## src/xfer_defs.svh

```systemverilog
// Constants for the block transfer engine: offsets, codes, widths, reset values
`ifndef XFER_DEFS_SVH
`define XFER_DEFS_SVH
// Data path and memory address widths (byte address)
`define WW          16
`define AW          21
`define FIFO_DEPTH  8
// Register byte offsets on APB
`define OFS_CTRL    8'h00
`define OFS_SRC     8'h04
`define OFS_DST     8'h08
`define OFS_SIZE    8'h0C
`define OFS_PITCH   8'h10
`define OFS_COLOR   8'h14
`define OFS_KEY     8'h18
`define OFS_HOST    8'h1C
`define OFS_STAT    8'h20
// Control field layout and reset value
`define CTRL_START  0
`define CTRL_GFX    1
`define CTRL_W      12
`define CTRL_RST    12'h000
// Pixel organisation codes
`define FMT_PLANAR  2'h0
`define FMT_4BPP    2'h1
`define FMT_8BPP    2'h2
`define FMT_16BPP   2'h3
// Dots per transfer unit and mono bits per source word
`define DOTS_PLANE  4'h8
`define DOTS_PAIR   4'h2
`define DOTS_ONE    4'h1
`define MONO_FULL   5'h10
// Address steps in bytes
`define STEP_BYTE   21'h000001
`define STEP_WORD   21'h000002
`endif

```

## src/xfer_pkg.sv

```systemverilog
// Types shared by the block transfer engine
`include "xfer_defs.svh"
package xfer_pkg;
    typedef enum logic [3:0] {
        S_IDLE, S_UNIT, S_HOST, S_SRC, S_SRC_W, S_DST, S_DST_W, S_MIX, S_WR
    } state_e;
    // Control register; start reads back as zero
    typedef struct packed {
        logic       transp;
        logic       fill;
        logic       mono;
        logic       src_host;
        logic [1:0] fmt;
        logic [3:0] rop;
        logic       gfx_mode;
        logic       start;
    } ctrl_s;
    // Request to the memory arbitrator (word address)
    typedef struct packed {
        logic            req;
        logic            we;
        logic [`AW-2:0]  addr;
        logic [1:0]      be;
        logic [`WW-1:0]  wdata;
    } mem_req_s;
endpackage : xfer_pkg

```

## src/block_transfer_engine.sv

```systemverilog
// Block transfer engine with host data FIFO, APB registers and arbitrator port
// Operation
// Moves host data into video memory, or one memory area to another.
// Combines source and destination with one of sixteen raster operations.
// Expands one-bit source into 4, 8 or 16 bit destination pixels.
// Fills rectangles with a colour; transparency leaves chosen pixels untouched.
// Runs only in graphics mode; packed pixels of 4, 8 or 16 bits.
// Works eight dots per unit in planes, two dots in 4-bit packed mode.
// Memory reads and writes go as requests to the shared arbitrator.
// Clock to the engine stops when idle and resumes when work arrives.
// Each request holds address and data stable until granted.
// Busy from start until the final write is accepted.
`include "xfer_defs.svh"

module xfer_fifo #(
    parameter int WIDTH = 16,
    parameter int DEPTH = 8
) (
    // Clock and reset
    input  logic             clk,
    input  logic             rst_n,
    // Fill side
    input  logic             in_valid,
    output logic             in_ready,
    input  logic [WIDTH-1:0] in_data,
    // Drain side
    output logic             out_valid,
    input  logic             out_ready,
    output logic [WIDTH-1:0] out_data
);
    localparam int PW = $clog2(DEPTH);
    logic [WIDTH-1:0] mem_q [DEPTH];
    logic [PW-1:0]    wr_q;
    logic [PW-1:0]    rd_q;
    logic [PW:0]      cnt_q;
    logic             push;
    logic             pop;

    // Handshakes and flags
    assign push      = in_valid & in_ready;
    assign pop       = out_valid & out_ready;
    assign in_ready  = cnt_q != (PW+1)'(DEPTH);
    assign out_valid = cnt_q != '0;
    assign out_data  = mem_q[rd_q];

    // Storage
    always_ff @(posedge clk) begin
        if (push) begin
            mem_q[wr_q] <= in_data;
        end
    end

    // Pointers and fill count
    always_ff @(posedge clk or negedge rst_n) begin
        if (!rst_n) begin
            wr_q  <= '0;
            rd_q  <= '0;
            cnt_q <= '0;
        end else begin
            if (push) begin
                wr_q <= (wr_q == PW'(DEPTH - 1)) ? '0 : wr_q + 1'b1;
            end
            if (pop) begin
                rd_q <= (rd_q == PW'(DEPTH - 1)) ? '0 : rd_q + 1'b1;
            end
            cnt_q <= cnt_q + (PW+1)'(push) - (PW+1)'(pop);
        end
    end
endmodule : xfer_fifo

module block_transfer_engine (
    // Clock and reset
    input  logic                pclk,
    input  logic                presetn,
    // APB slave
    input  logic [7:0]          paddr,
    input  logic                psel,
    input  logic                penable,
    input  logic                pwrite,
    input  logic [31:0]         pwdata,
    output logic [31:0]         prdata,
    output logic                pready,
    output logic                pslverr,
    // Arbitrator port
    output xfer_pkg::mem_req_s  mem_o,
    input  logic                mem_gnt,
    input  logic                mem_rvalid,
    input  logic [`WW-1:0]      mem_rdata,
    // Status and clock gate enable
    output logic                busy,
    output logic                clk_run
);
    import xfer_pkg::*;

    ctrl_s          cfg_q;
    state_e         state_q;
    logic [`AW-1:0] src_q, dst_q, srow_q, drow_q, saddr_q, daddr_q;
    logic [15:0]    width_q, height_q, spitch_q, dpitch_q, x_q, y_q;
    logic [`WW-1:0] fg_q, bg_q, key_q, sdat_q, ddat_q, mono_q;
    logic [4:0]     mbits_q;
    logic           busy_q, clk_run_q;
    logic           acc, wr_host, start_go, mapped;
    logic           fifo_in_ready, fifo_out_valid, fifo_out_ready;
    logic [`WW-1:0] fifo_out_data, sp, keep, wdata;
    logic [3:0]     dots;
    logic           need_src, last_x, last_y;

    // Raster operation: each result bit indexes the code by its source/dest pair
    function automatic logic [`WW-1:0] rop_f(logic [`WW-1:0] s, logic [`WW-1:0] d,
                                             logic [3:0] code);
        logic [`WW-1:0] r;
        r = '0;
        for (int i = 0; i < `WW; i++) begin
            r[i] = code[{s[i], d[i]}];
        end
        return r;
    endfunction : rop_f

    // Byte units in planar and 4-bit packed modes
    function automatic logic byte_unit(logic [1:0] fmt);
        return (fmt == `FMT_PLANAR) || (fmt == `FMT_4BPP);
    endfunction : byte_unit

    // Select a byte lane and repeat it on both lanes
    function automatic logic [`WW-1:0] lane_pick(logic [`WW-1:0] w, logic hi);
        return hi ? {2{w[15:8]}} : {2{w[7:0]}};
    endfunction : lane_pick

    // Spread mono bits, first dot in the top bit, over the unit's pixels
    function automatic logic [`WW-1:0] spread(logic [7:0] b, logic [1:0] fmt);
        case (fmt)
            `FMT_PLANAR: return {b, b};
            `FMT_4BPP:   return {2{{4{b[7]}}, {4{b[6]}}}};
            `FMT_8BPP:   return {{8{b[7]}}, {8{b[6]}}};
            default:     return {16{b[7]}};
        endcase
    endfunction : spread

    // Colour key: bits of packed pixels equal to the key; none in planar mode
    function automatic logic [`WW-1:0] key_mask(logic [`WW-1:0] s, logic [`WW-1:0] k,
                                                logic [1:0] fmt);
        logic [`WW-1:0] m;
        m = '0;
        case (fmt)
            `FMT_4BPP: begin
                for (int i = 0; i < 4; i++) begin
                    m[4*i+:4] = {4{s[4*i+:4] == k[4*i+:4]}};
                end
            end
            `FMT_8BPP: begin
                for (int i = 0; i < 2; i++) begin
                    m[8*i+:8] = {8{s[8*i+:8] == k[8*i+:8]}};
                end
            end
            `FMT_16BPP: m = {16{s == k}};
            default:    m = '0;
        endcase
        return m;
    endfunction : key_mask

    // Byte enables for a unit at a byte address
    function automatic logic [1:0] lane_be(logic [1:0] fmt, logic odd);
        return byte_unit(fmt) ? (odd ? 2'h2 : 2'h1) : 2'h3;
    endfunction : lane_be

    // APB decode; host data writes stall until the FIFO has room
    assign acc     = psel & penable & pready;
    assign wr_host = pwrite & (paddr == `OFS_HOST);
    assign mapped  = (paddr <= `OFS_STAT) & (paddr[1:0] == 2'h0);
    assign start_go = acc & pwrite & (paddr == `OFS_CTRL) & pwdata[`CTRL_START] & ~busy_q
                    & pwdata[`CTRL_GFX] & (width_q != '0) & (height_q != '0);

    // Access phase answer, one wait state
    always_ff @(posedge pclk or negedge presetn) begin
        if (!presetn) begin
            pready  <= 1'b0;
            prdata  <= '0;
            pslverr <= 1'b0;
        end else begin
            pready  <= psel & penable & ~pready & ~(wr_host & ~fifo_in_ready);
            if (psel & penable & ~pready) begin
                pslverr <= ~mapped;
                case (paddr)
                    `OFS_CTRL:  prdata <= 32'(cfg_q);
                    `OFS_SRC:   prdata <= 32'(src_q);
                    `OFS_DST:   prdata <= 32'(dst_q);
                    `OFS_SIZE:  prdata <= {height_q, width_q};
                    `OFS_PITCH: prdata <= {dpitch_q, spitch_q};
                    `OFS_COLOR: prdata <= {bg_q, fg_q};
                    `OFS_KEY:   prdata <= 32'(key_q);
                    `OFS_STAT:  prdata <= 32'({~fifo_out_valid, busy_q});
                    default:    prdata <= '0;
                endcase
            end
        end
    end

    // Configuration; frozen while an operation runs
    always_ff @(posedge pclk or negedge presetn) begin
        if (!presetn) begin
            cfg_q    <= `CTRL_RST;
            src_q    <= '0;
            dst_q    <= '0;
            width_q  <= '0;
            height_q <= '0;
            spitch_q <= '0;
            dpitch_q <= '0;
            fg_q     <= '0;
            bg_q     <= '0;
            key_q    <= '0;
        end else if (acc & pwrite & ~busy_q) begin
            case (paddr)
                `OFS_CTRL:  cfg_q <= ctrl_s'({pwdata[`CTRL_W-1:1], 1'b0});
                `OFS_SRC:   src_q <= pwdata[`AW-1:0];
                `OFS_DST:   dst_q <= pwdata[`AW-1:0];
                `OFS_SIZE:  {height_q, width_q} <= pwdata;
                `OFS_PITCH: {dpitch_q, spitch_q} <= pwdata;
                `OFS_COLOR: {bg_q, fg_q} <= pwdata;
                `OFS_KEY:   key_q <= pwdata[`WW-1:0];
                default:    ;
            endcase
        end
    end

    // Host data buffer, drained only by the engine's host fetch
    assign fifo_out_ready = (state_q == S_HOST);
    xfer_fifo #(.WIDTH(`WW), .DEPTH(`FIFO_DEPTH)) host_fifo (
        .clk       (pclk),
        .rst_n     (presetn),
        .in_valid  (acc & wr_host),
        .in_ready  (fifo_in_ready),
        .in_data   (pwdata[`WW-1:0]),
        .out_valid (fifo_out_valid),
        .out_ready (fifo_out_ready),
        .out_data  (fifo_out_data)
    );

    // Unit shape and source pixel selection
    always_comb begin
        case (cfg_q.fmt)
            `FMT_PLANAR: dots = `DOTS_PLANE;
            `FMT_16BPP:  dots = `DOTS_ONE;
            default:     dots = `DOTS_PAIR;
        endcase
        need_src = ~cfg_q.fill & ~(cfg_q.mono & (mbits_q >= {1'b0, dots}));
        last_x   = x_q == width_q - 16'h0001;
        last_y   = y_q == height_q - 16'h0001;
        keep     = '0;
        if (cfg_q.fill) begin
            sp = fg_q;
        end else if (cfg_q.mono) begin
            sp = (spread(mono_q[15:8], cfg_q.fmt) & fg_q)
               | (~spread(mono_q[15:8], cfg_q.fmt) & bg_q);
            if (cfg_q.transp) begin
                keep = ~spread(mono_q[15:8], cfg_q.fmt);
            end
        end else begin
            sp = sdat_q;
            if (cfg_q.transp) begin
                keep = key_mask(sdat_q, key_q, cfg_q.fmt);
            end
        end
        wdata = (rop_f(sp, ddat_q, cfg_q.rop) & ~keep) | (ddat_q & keep);
    end

    // Transfer sequencer and arbitrator requests
    always_ff @(posedge pclk or negedge presetn) begin
        if (!presetn) begin
            state_q <= S_IDLE;
            busy_q  <= 1'b0;
            mem_o   <= '0;
            {x_q, y_q} <= '0;
            {srow_q, drow_q, saddr_q, daddr_q} <= '0;
            {sdat_q, ddat_q, mono_q} <= '0;
            mbits_q <= '0;
        end else begin
            case (state_q)
                S_IDLE: begin
                    if (start_go) begin
                        state_q <= S_UNIT;
                        busy_q  <= 1'b1;
                        x_q     <= '0;
                        y_q     <= '0;
                        {srow_q, saddr_q} <= {src_q, src_q};
                        {drow_q, daddr_q} <= {dst_q, dst_q};
                        mbits_q <= '0;
                    end
                end
                S_UNIT: begin
                    if (!need_src) begin
                        mem_o   <= '{1'b1, 1'b0, daddr_q[`AW-1:1],
                                     lane_be(cfg_q.fmt, daddr_q[0]), '0};
                        state_q <= S_DST;
                    end else if (cfg_q.src_host) begin
                        state_q <= S_HOST;
                    end else begin
                        mem_o   <= '{1'b1, 1'b0, saddr_q[`AW-1:1], 2'h3, '0};
                        state_q <= S_SRC;
                    end
                end
                S_HOST, S_SRC_W: begin
                    if ((state_q == S_HOST) ? fifo_out_valid : mem_rvalid) begin
                        if (cfg_q.mono) begin
                            mono_q  <= (state_q == S_HOST) ? fifo_out_data : mem_rdata;
                            mbits_q <= `MONO_FULL;
                            if (state_q == S_SRC_W) begin
                                saddr_q <= saddr_q + `STEP_WORD;
                            end
                        end else begin
                            sdat_q <= (state_q == S_HOST) ? fifo_out_data :
                                      byte_unit(cfg_q.fmt) ? lane_pick(mem_rdata, saddr_q[0])
                                                           : mem_rdata;
                        end
                        mem_o   <= '{1'b1, 1'b0, daddr_q[`AW-1:1],
                                     lane_be(cfg_q.fmt, daddr_q[0]), '0};
                        state_q <= S_DST;
                    end
                end
                S_SRC, S_DST: begin
                    if (mem_gnt) begin
                        mem_o.req <= 1'b0;
                        state_q   <= (state_q == S_SRC) ? S_SRC_W : S_DST_W;
                    end
                end
                S_DST_W: begin
                    if (mem_rvalid) begin
                        ddat_q  <= byte_unit(cfg_q.fmt) ? lane_pick(mem_rdata, daddr_q[0])
                                                        : mem_rdata;
                        state_q <= S_MIX;
                    end
                end
                S_MIX: begin
                    mem_o   <= '{1'b1, 1'b1, daddr_q[`AW-1:1],
                                 lane_be(cfg_q.fmt, daddr_q[0]), wdata};
                    if (cfg_q.mono) begin
                        mono_q  <= mono_q << dots;
                        mbits_q <= mbits_q - {1'b0, dots};
                    end
                    state_q <= S_WR;
                end
                S_WR: begin
                    if (mem_gnt) begin
                        mem_o.req <= 1'b0;
                        state_q   <= S_UNIT;
                        if (!last_x) begin
                            x_q     <= x_q + 16'h0001;
                            daddr_q <= daddr_q + (byte_unit(cfg_q.fmt) ? `STEP_BYTE : `STEP_WORD);
                            if (!cfg_q.mono) begin
                                saddr_q <= saddr_q
                                    + (byte_unit(cfg_q.fmt) ? `STEP_BYTE : `STEP_WORD);
                            end
                        end else if (last_y) begin
                            state_q <= S_IDLE;
                            busy_q  <= 1'b0;
                        end else begin
                            x_q     <= '0;
                            y_q     <= y_q + 16'h0001;
                            mbits_q <= '0;
                            srow_q  <= srow_q + `AW'(spitch_q);
                            drow_q  <= drow_q + `AW'(dpitch_q);
                            saddr_q <= srow_q + `AW'(spitch_q);
                            daddr_q <= drow_q + `AW'(dpitch_q);
                        end
                    end
                end
                default: state_q <= S_IDLE;
            endcase
        end
    end

    // Clock gate enable: on while running or host data waits
    always_ff @(posedge pclk or negedge presetn) begin
        if (!presetn) begin
            clk_run_q <= 1'b0;
        end else begin
            clk_run_q <= start_go | (busy_q & ~(state_q == S_WR & mem_gnt & last_x & last_y))
                       | fifo_out_valid;
        end
    end

    assign busy    = busy_q;
    assign clk_run = clk_run_q;
endmodule : block_transfer_engine

```

## config.mk

```make
export PLATFORM = sky130hd
export DESIGN_NAME = block_transfer_engine
export DESIGN_NICKNAME = d
export VERILOG_FILES = /design/src/xfer_pkg.sv /design/src/block_transfer_engine.sv
export VERILOG_INCLUDE_DIRS = /design/src /design/src/src
export SDC_FILE = /design/constraint.sdc
export NUM_CORES = 1
export LEC_CHECK = 0
export ABC_CLOCK_PERIOD_IN_PS = 6000
export BUFFER_PORTS_ARGS = -buffer_cell sky130_fd_sc_hd__buf_4
export CAP_MARGIN = 40
export CORE_MARGIN = 1.5
export CORE_UTILIZATION = 55
export CTS_CLUSTER_SIZE = 40
export DETAILED_ROUTE_END_ITERATION = 12
export MAX_ROUTING_LAYER = met4
export PLACE_DENSITY = 0.77
export SLEW_MARGIN = 20
export SYNTH_ARGS = -nofsm -noshare
export SYNTH_HDL_FRONTEND = slang
export SYNTH_SLANG_ARGS = --single-unit
export TNS_END_PERCENT = 100
```

## constraint.sdc

```tcl
create_clock -name pclk -period 6 [get_ports pclk]
set_input_delay 0 -clock pclk [delete_from_list [all_inputs] [get_ports pclk]]
set_output_delay 0 -clock pclk [all_outputs]
set_load 0.01 [all_outputs]
```

### Word level (Yosys, flattened, before mapping)

Memories as Yosys holds them, arrays and structs flattened.
Index checks and enable logic that the tools add are counted.

| operators by class | value |
|---|---|
| add/sub/neg operators | 14 |
| multipliers | 0 |
| divide/modulo/power cells | 0 |
| magnitude comparators | 18 |
| equality and inequality tests | 46 |
| shift operators | 1 |
| muxes and demuxes | 124 |
| bitwise logic cells | 45 |
| reductions and logical operators | 35 |

Operator list:

| kind | count |
|---|---|
| 16-bit 2-to-1 mux | 27 |
| 21-bit 2-to-1 mux | 16 |
| 32-bit one-hot mux with 8 select lines | 1 |
| 21-bit one-hot mux with 2 select lines | 3 |
| 40-bit 2-to-1 mux | 3 |
| 39-bit one-hot mux with 3 select lines | 1 |
| 16-bit one-hot mux with 2 select lines | 3 |
| 16-bit AND | 4 |
| 21-bit one-hot mux with 3 select lines | 1 |
| 16-bit equality test | 3 |
| 2-bit by 3-bit less-than comparator with 1-bit output, second input constant | 16 |
| 16-bit inverter | 3 |
| 16-bit one-hot mux with 3 select lines | 1 |
| 15-bit one-hot mux with 3 select lines | 1 |
| 21-bit by 16-bit adder with 21-bit output | 2 |
| 5-bit 2-to-1 mux | 7 |
| 16-bit by 1-bit adder with 16-bit output, second input constant | 2 |
| 1-bit binary-select mux with 2-bit select | 16 |
| 8-bit by 5-bit equality test with 1-bit output, second input constant | 4 |
| 16-bit OR | 2 |
| 16-bit nonzero test | 2 |
| 16-bit by 1-bit subtractor with 16-bit output, second input constant | 2 |
| 4-bit one-hot mux with 7 select lines | 1 |
| 1-bit 2-to-1 mux | 27 |
| other kinds (50) | 135 |

| word-level totals | value |
|---|---|
| register bits | 424 |
| latch bits | 0 |
| bits in writable memories | 128 |
| memory bits (read-only) | 0 |
| input port bits | 63 |
| output and inout port bits | 76 |
| word-level logic and storage cells | 324 |
| memories | 1 |

Memory list:

| memory | words | bits a word | read ports | clocked after memory_dff | write ports | line | source |
|---|---|---|---|---|---|---|---|
| host_fifo.mem_q | 8 | 16 | 1 | 0 | 1 | block_transfer_engine.sv:32 | `logic [WIDTH-1:0] mem_q [DEPTH];` |

### Depth between registers and ports, before layout

| logic depth | value |
|---|---|
| depth after elaboration | 14 |
| mapped depth | 17 |
| mapped depth without buffers | 13 |

### Hierarchy

Synthesis repeated with hierarchy kept, for this count alone.

| unflattened totals | value |
|---|---|
| cells, all modules | 2972 |
| area total of the unflattened synthesis | 31571.5 sq um |

Modules (own cells, without submodules):

| module | instances | cells an instance | area an instance (sq um) | seq. area each (sq um) |
|---|---|---|---|---|
| block_transfer_engine | 1 | 2729 | 26015.0 | 10359.9 |
| xfer_fifo | 1 | 243 | 5556.6 | 4093.9 |

### Worst setup path before layout

Ideal clock, no wire load.

| path | value |
|---|---|
| path type | register to register |
| start point | reg cfg_q[7] (netlist bit) |
| end point | reg mem_o[19] (netlist bit) |
| setup time | 0.083 ns |
| arrival time | 3.984 ns |
| required time | 5.917 ns |
| slack | 1.933 ns |
| stages on the path, launching flop included | 18 |
| path buffers | 4 |
| clock period less this slack | 4.067 ns |
| cell sequence | dfrtp_1 > inv_1 > ha_1 > clkbuf_1 > inv_1 > clkbuf_1 > ha_1 > nor2b_1 > a2111o_1 > a211o_1 > a21oi_1 > nand2_1 > a311oi_1 > a211o_1 > clkbuf_1 > clkbuf_1 > nand2_1 > o21ai_0 |

| between the ends | value |
|---|---|
| word-level cells in the longest chain between the ends | 8 |
| elaborated cells on any way between the ends | 11 |
| those cells by class | order compare (1); eq/ne (2); mux (3); bitwise (3); reduce/logical (2) |

RTL lines:

| element | line | source |
|---|---|---|
| start, declared | block_transfer_engine.sv:95 | `ctrl_s cfg_q;` |
| start signal, assigned | block_transfer_engine.sv:201 | `` cfg_q <= `CTRL_RST; `` |
| start signal, assigned | block_transfer_engine.sv:213 | `` `OFS_CTRL: cfg_q <= ctrl_s'({pwdata[`CTRL_W-1:1], 1'b0}); `` |
| 2-bit equality test / 2-bit zero test (equally long branches) | block_transfer_engine.sv:240 | `case (cfg_q.fmt)` |
| 4-bit one-hot mux with 2 select lines (*) | block_transfer_engine.sv:240 |  |
| 5-bit by 4-bit >= comparator with 1-bit output (*) | block_transfer_engine.sv:245 | `need_src = ~cfg_q.fill & ~(cfg_q.mono & (mbits_q >= {1'b0, dots}));` |
| 1-bit AND (*) | block_transfer_engine.sv:245 |  |
| 1-bit inverter (*) | block_transfer_engine.sv:245 |  |
| 1-bit AND (*) | block_transfer_engine.sv:245 |  |
| 3-bit inequality test (no source line) / 40-bit 2-to-1 mux (equally long branches) | -- |  |
| 3-bit AND reduction (no source line) / 39-bit one-hot mux with 3 select lines (equally long branches) | -- |  |
| end signal, assigned | block_transfer_engine.sv:291 | `` mem_o <= '{1'b1, 1'b0, daddr_q[`AW-1:1], `` |
| end signal, assigned | block_transfer_engine.sv:297 | `` mem_o <= '{1'b1, 1'b0, saddr_q[`AW-1:1], 2'h3, '0}; `` |
| end signal, assigned | block_transfer_engine.sv:314 | `` mem_o <= '{1'b1, 1'b0, daddr_q[`AW-1:1], `` |
| end, declared | block_transfer_engine.sv:85 | `output xfer_pkg::mem_req_s mem_o,` |

Mark *: on every way between the ends. The rest lies on a longest branch, timed or not.
A chain may end at the register's enable or synchronous reset.

### Final worst setup path

| path | value |
|---|---|
| start point | reg cfg_q[7] (netlist bit) |
| end point | reg mem_o[35] (netlist bit) |

Same word-level chain as after synthesis.

==> impl_metrics.tcl <==
set metrics [dict create \
    postRouteAntennaNets 0 \
    tritoncts "done" \
    cts_setup_buffers 0 \
    hold_viol_final 0 \
    ios 139 \
    place_congestion 1.025 \
    area.growth.synth_to_final_pct 16.10 \
    ys_types 91 \
    dp_cells 3599 \
    crit_path_start "cfg_q[7]" \
    reg2reg_slack_ns 1.27 \
    drt_iter0_markers 3771 \
    tns_ns 0 \
    vias_per_cell 6.781 \
    synth-seq-area-share_pct 47.76 \
    io_buffer_count 138 \
    start_util_pct 55.91 \
    synth-seq-cells 552 \
    cellPowerDensity_nw_per_um2 353.1 \
    routed_wl_mm 102.9 \
    dieArea_um2 56450 \
    p_leak_nw 15.19 \
    timing.final.crit_period_ns 4.729 \
    drive_above_1_share_pct 19.02 \
    die_y_um 237.6 \
    fin_cells 3790 \
    cts-root-buf "clkbuf_16" \
    async_flop_share_pct 76.81 \
    hpwlAfterDp_mm 72.30 \
    rsz0062_at_grt "false" \
    wl_per_cell_um 27.15 \
    synth_ff_type "dfrtp_1" \
    core_um2 54130 \
    setup_viol 0 \
    cts_buffer_depth 3 \
    worst-path-max-fanout 31 \
    syn_inst 2882 \
    cts_resized 0 \
    grt_pass1_wl_mm 154.2 \
    finClkSkew_ns 0.06673 \
    grt_pass1_vias 24800 \
    syn_nets 3012 \
    synth_edf_count 128 \
    r2r_start "cfg_q[7]" \
    clk_pin_slew_ns 0.06 \
    syn_area_um2 30270 \
    grt_max_degree 164 \
    total_power_w 0.01241 \
    status "finished clean" \
    crit_type "flip-flop to flip-flop" \
    slew_headroom_pct 34.40 \
    ys.warnings.count 0 \
    avgSynthCellArea_um2 10.50 \
    cts_sinks 552 \
    clock_latency_ns 0.68 \
    rows 85 \
    cap_violations 0 \
    antenna_found_initial 2 \
    overflow 0 \
    htreeDepth 2 \
    hp-class "input pin to flip-flop" \
    drv_slew 0 \
    cts_buffers 57 \
    fin_crit_sh_pct 78.81 \
    final_net_count 3173 \
    hold_buffers 76 \
    critPathCaptureType "flip-flop" \
    hold_start "paddr[7]" \
    cp.required_ns 6.56 \
    fmax_mhz 211.5 \
    worstMarginPinSlew_ns 0.9839 \
    first_pass_iters 8 \
    peakVddDrop_mv 0.2845 \
    drc 0 \
    cp-start-kind "flip-flop" \
    die_w_um 237.6 \
    grt_usage_pct 37.27 \
    vias 25700 \
    cp.arrival_ns 5.29 \
]
[Yosys cell counts (all sizes together) (22+ instances only)]
master    n  area share, %
a21o     28           0.69
a21oi   155            2.6
a222oi   36            1.2
a22oi    36           0.89
a31oi    36           0.74
buf      36           0.56
clkbuf  145            1.8
dfrtp   424             35
edfxtp  128             13
ha       61            2.5
inv      53           0.66
mux2    188            7.0
mux2i    85            2.8
mux4     49            3.6
nand2   343            4.3
nand3    80            1.3
nand4    35           0.72
nor2    185            2.3
nor3     42           0.69
o211ai   22           0.61
o21a     22           0.55
o21ai   213            3.5
o31ai    26           0.64
xnor2    59            1.7
xor2     61            1.8
[power by group]
group          switching, W  leakage [nW]  total, W  internal [W]
clock network       0.00166          1.03   0.00407       0.00241
logic               0.00214          7.28   0.00356       0.00142
registers          0.000555          6.88   0.00477       0.00422
total               0.00436          15.2    0.0124       0.00805
[critical path, cell delays in order, from the launching register on]
cell	delay (ns)
dfrtp_1	0.53
inv_1	0.23
ha_1	0.36
buf_4	0.21
inv_1	0.37
ha_1	0.33
nor2b_1	0.14
a2111o_1	0.28
a211o_1	0.36
a21oi_1	0.29
nand2_1	0.12
a311oi_1	0.35
a211o_2	0.56
buf_4	0.30
nand2_1	0.08
o21ai_0	0.08
[metal layers]
layer / vias to the layer above / track usage [%] / wire [um]
met5: - / - / 0
met4: 0 / 17.80 / 5611
met2: 1616 / 54.09 / 45300
met1: 12700 / 49.87 / 40310
li1: 11080 / - / -
met3: 309 / 8.176 / 11660
[cells in the final DEF (no fill, tap or decap), types with 36 or more instances in the layout]
cell type      Yosys  routed
dfrtp_1          424     423
nand2_1          342     341
o21ai_0          207     206
mux2_2           188     188
buf_4              1     183
nor2_1           185     176
a21oi_1          153     153
edfxtp_1         128     128
mux2i_1           85      85
nand3_1           80      80
dlygate4sd3_1      0      76
xor2_1            61      61
ha_1              61      61
xnor2_1           59      59
clkbuf_16          0      57
inv_1             53      53
mux4_2            49      49
nor3_1            42      39
a22oi_1           36      36
a222oi_1          36      36
[logic make-up after synthesis]
| family | Yosys count | share of synthesized area, % |
|---|---|---|
| buf+inv | 235 | 3.030 |
| simple gates | 844 | 12.96 |
| fa+ha+maj | 67 | 2.919 |
| mux | 322 | 13.45 |
| xor+xnor | 120 | 3.473 |
| compound gates | 742 | 16.41 |
| flops | 552 | 47.76 |
[per-stage QoR]
stage          utilization, %  area, um2  hold WS [ns]  setup slack, ns
2_1_floorplan               -      30270       -0.2956            1.933
3_3_place_gp            58.92      31890       0.07093            1.466
3_5_place_dp            59.38      32140       0.08407            1.273
4_1_cts                 64.78      35060       0.01181            1.242
5_1_grt                 64.91      35140        0.1153           0.8674
6_report                64.91      35140        0.1054            1.271
[path summary, 6_finish.rpt]
kind,cells after the start,endpoint
max reg2reg,15,mem_o[35]
min,6,prdata[1]
max in group asynchronous,4,drow_q[11]
min reg2reg,1,prdata[17]
min in group asynchronous,3,drow_q[8]
max,15,mem_o[35]
[sequential cells by signal, indices dropped and copies added, names as in the netlist, 21 cells and up]
signal and count:
drow_q 21, srow_q 21, dst_q 21, daddr_q 21
prdata 32, host_fifo.mem_q 128, saddr_q 21, src_q 21
mem_o 40
[layout make-up]
| type | count | area (um2) |
|---|---|---|
| fillers | 4131 | 18990 |
| multi-input cells | 2095 | 14970 |
| flip-flops and latches | 552 | 14460 |
| repair buffers | 283 | 2470 |
| clock buffers | 70 | 1535 |
| well taps | 696 | 870.8 |
| clock inverters | 37 | 625.6 |
| inverters | 54 | 202.7 |
| diodes | 3 | 7.507 |
Note: power is estimated with default switching activity, not from simulation.
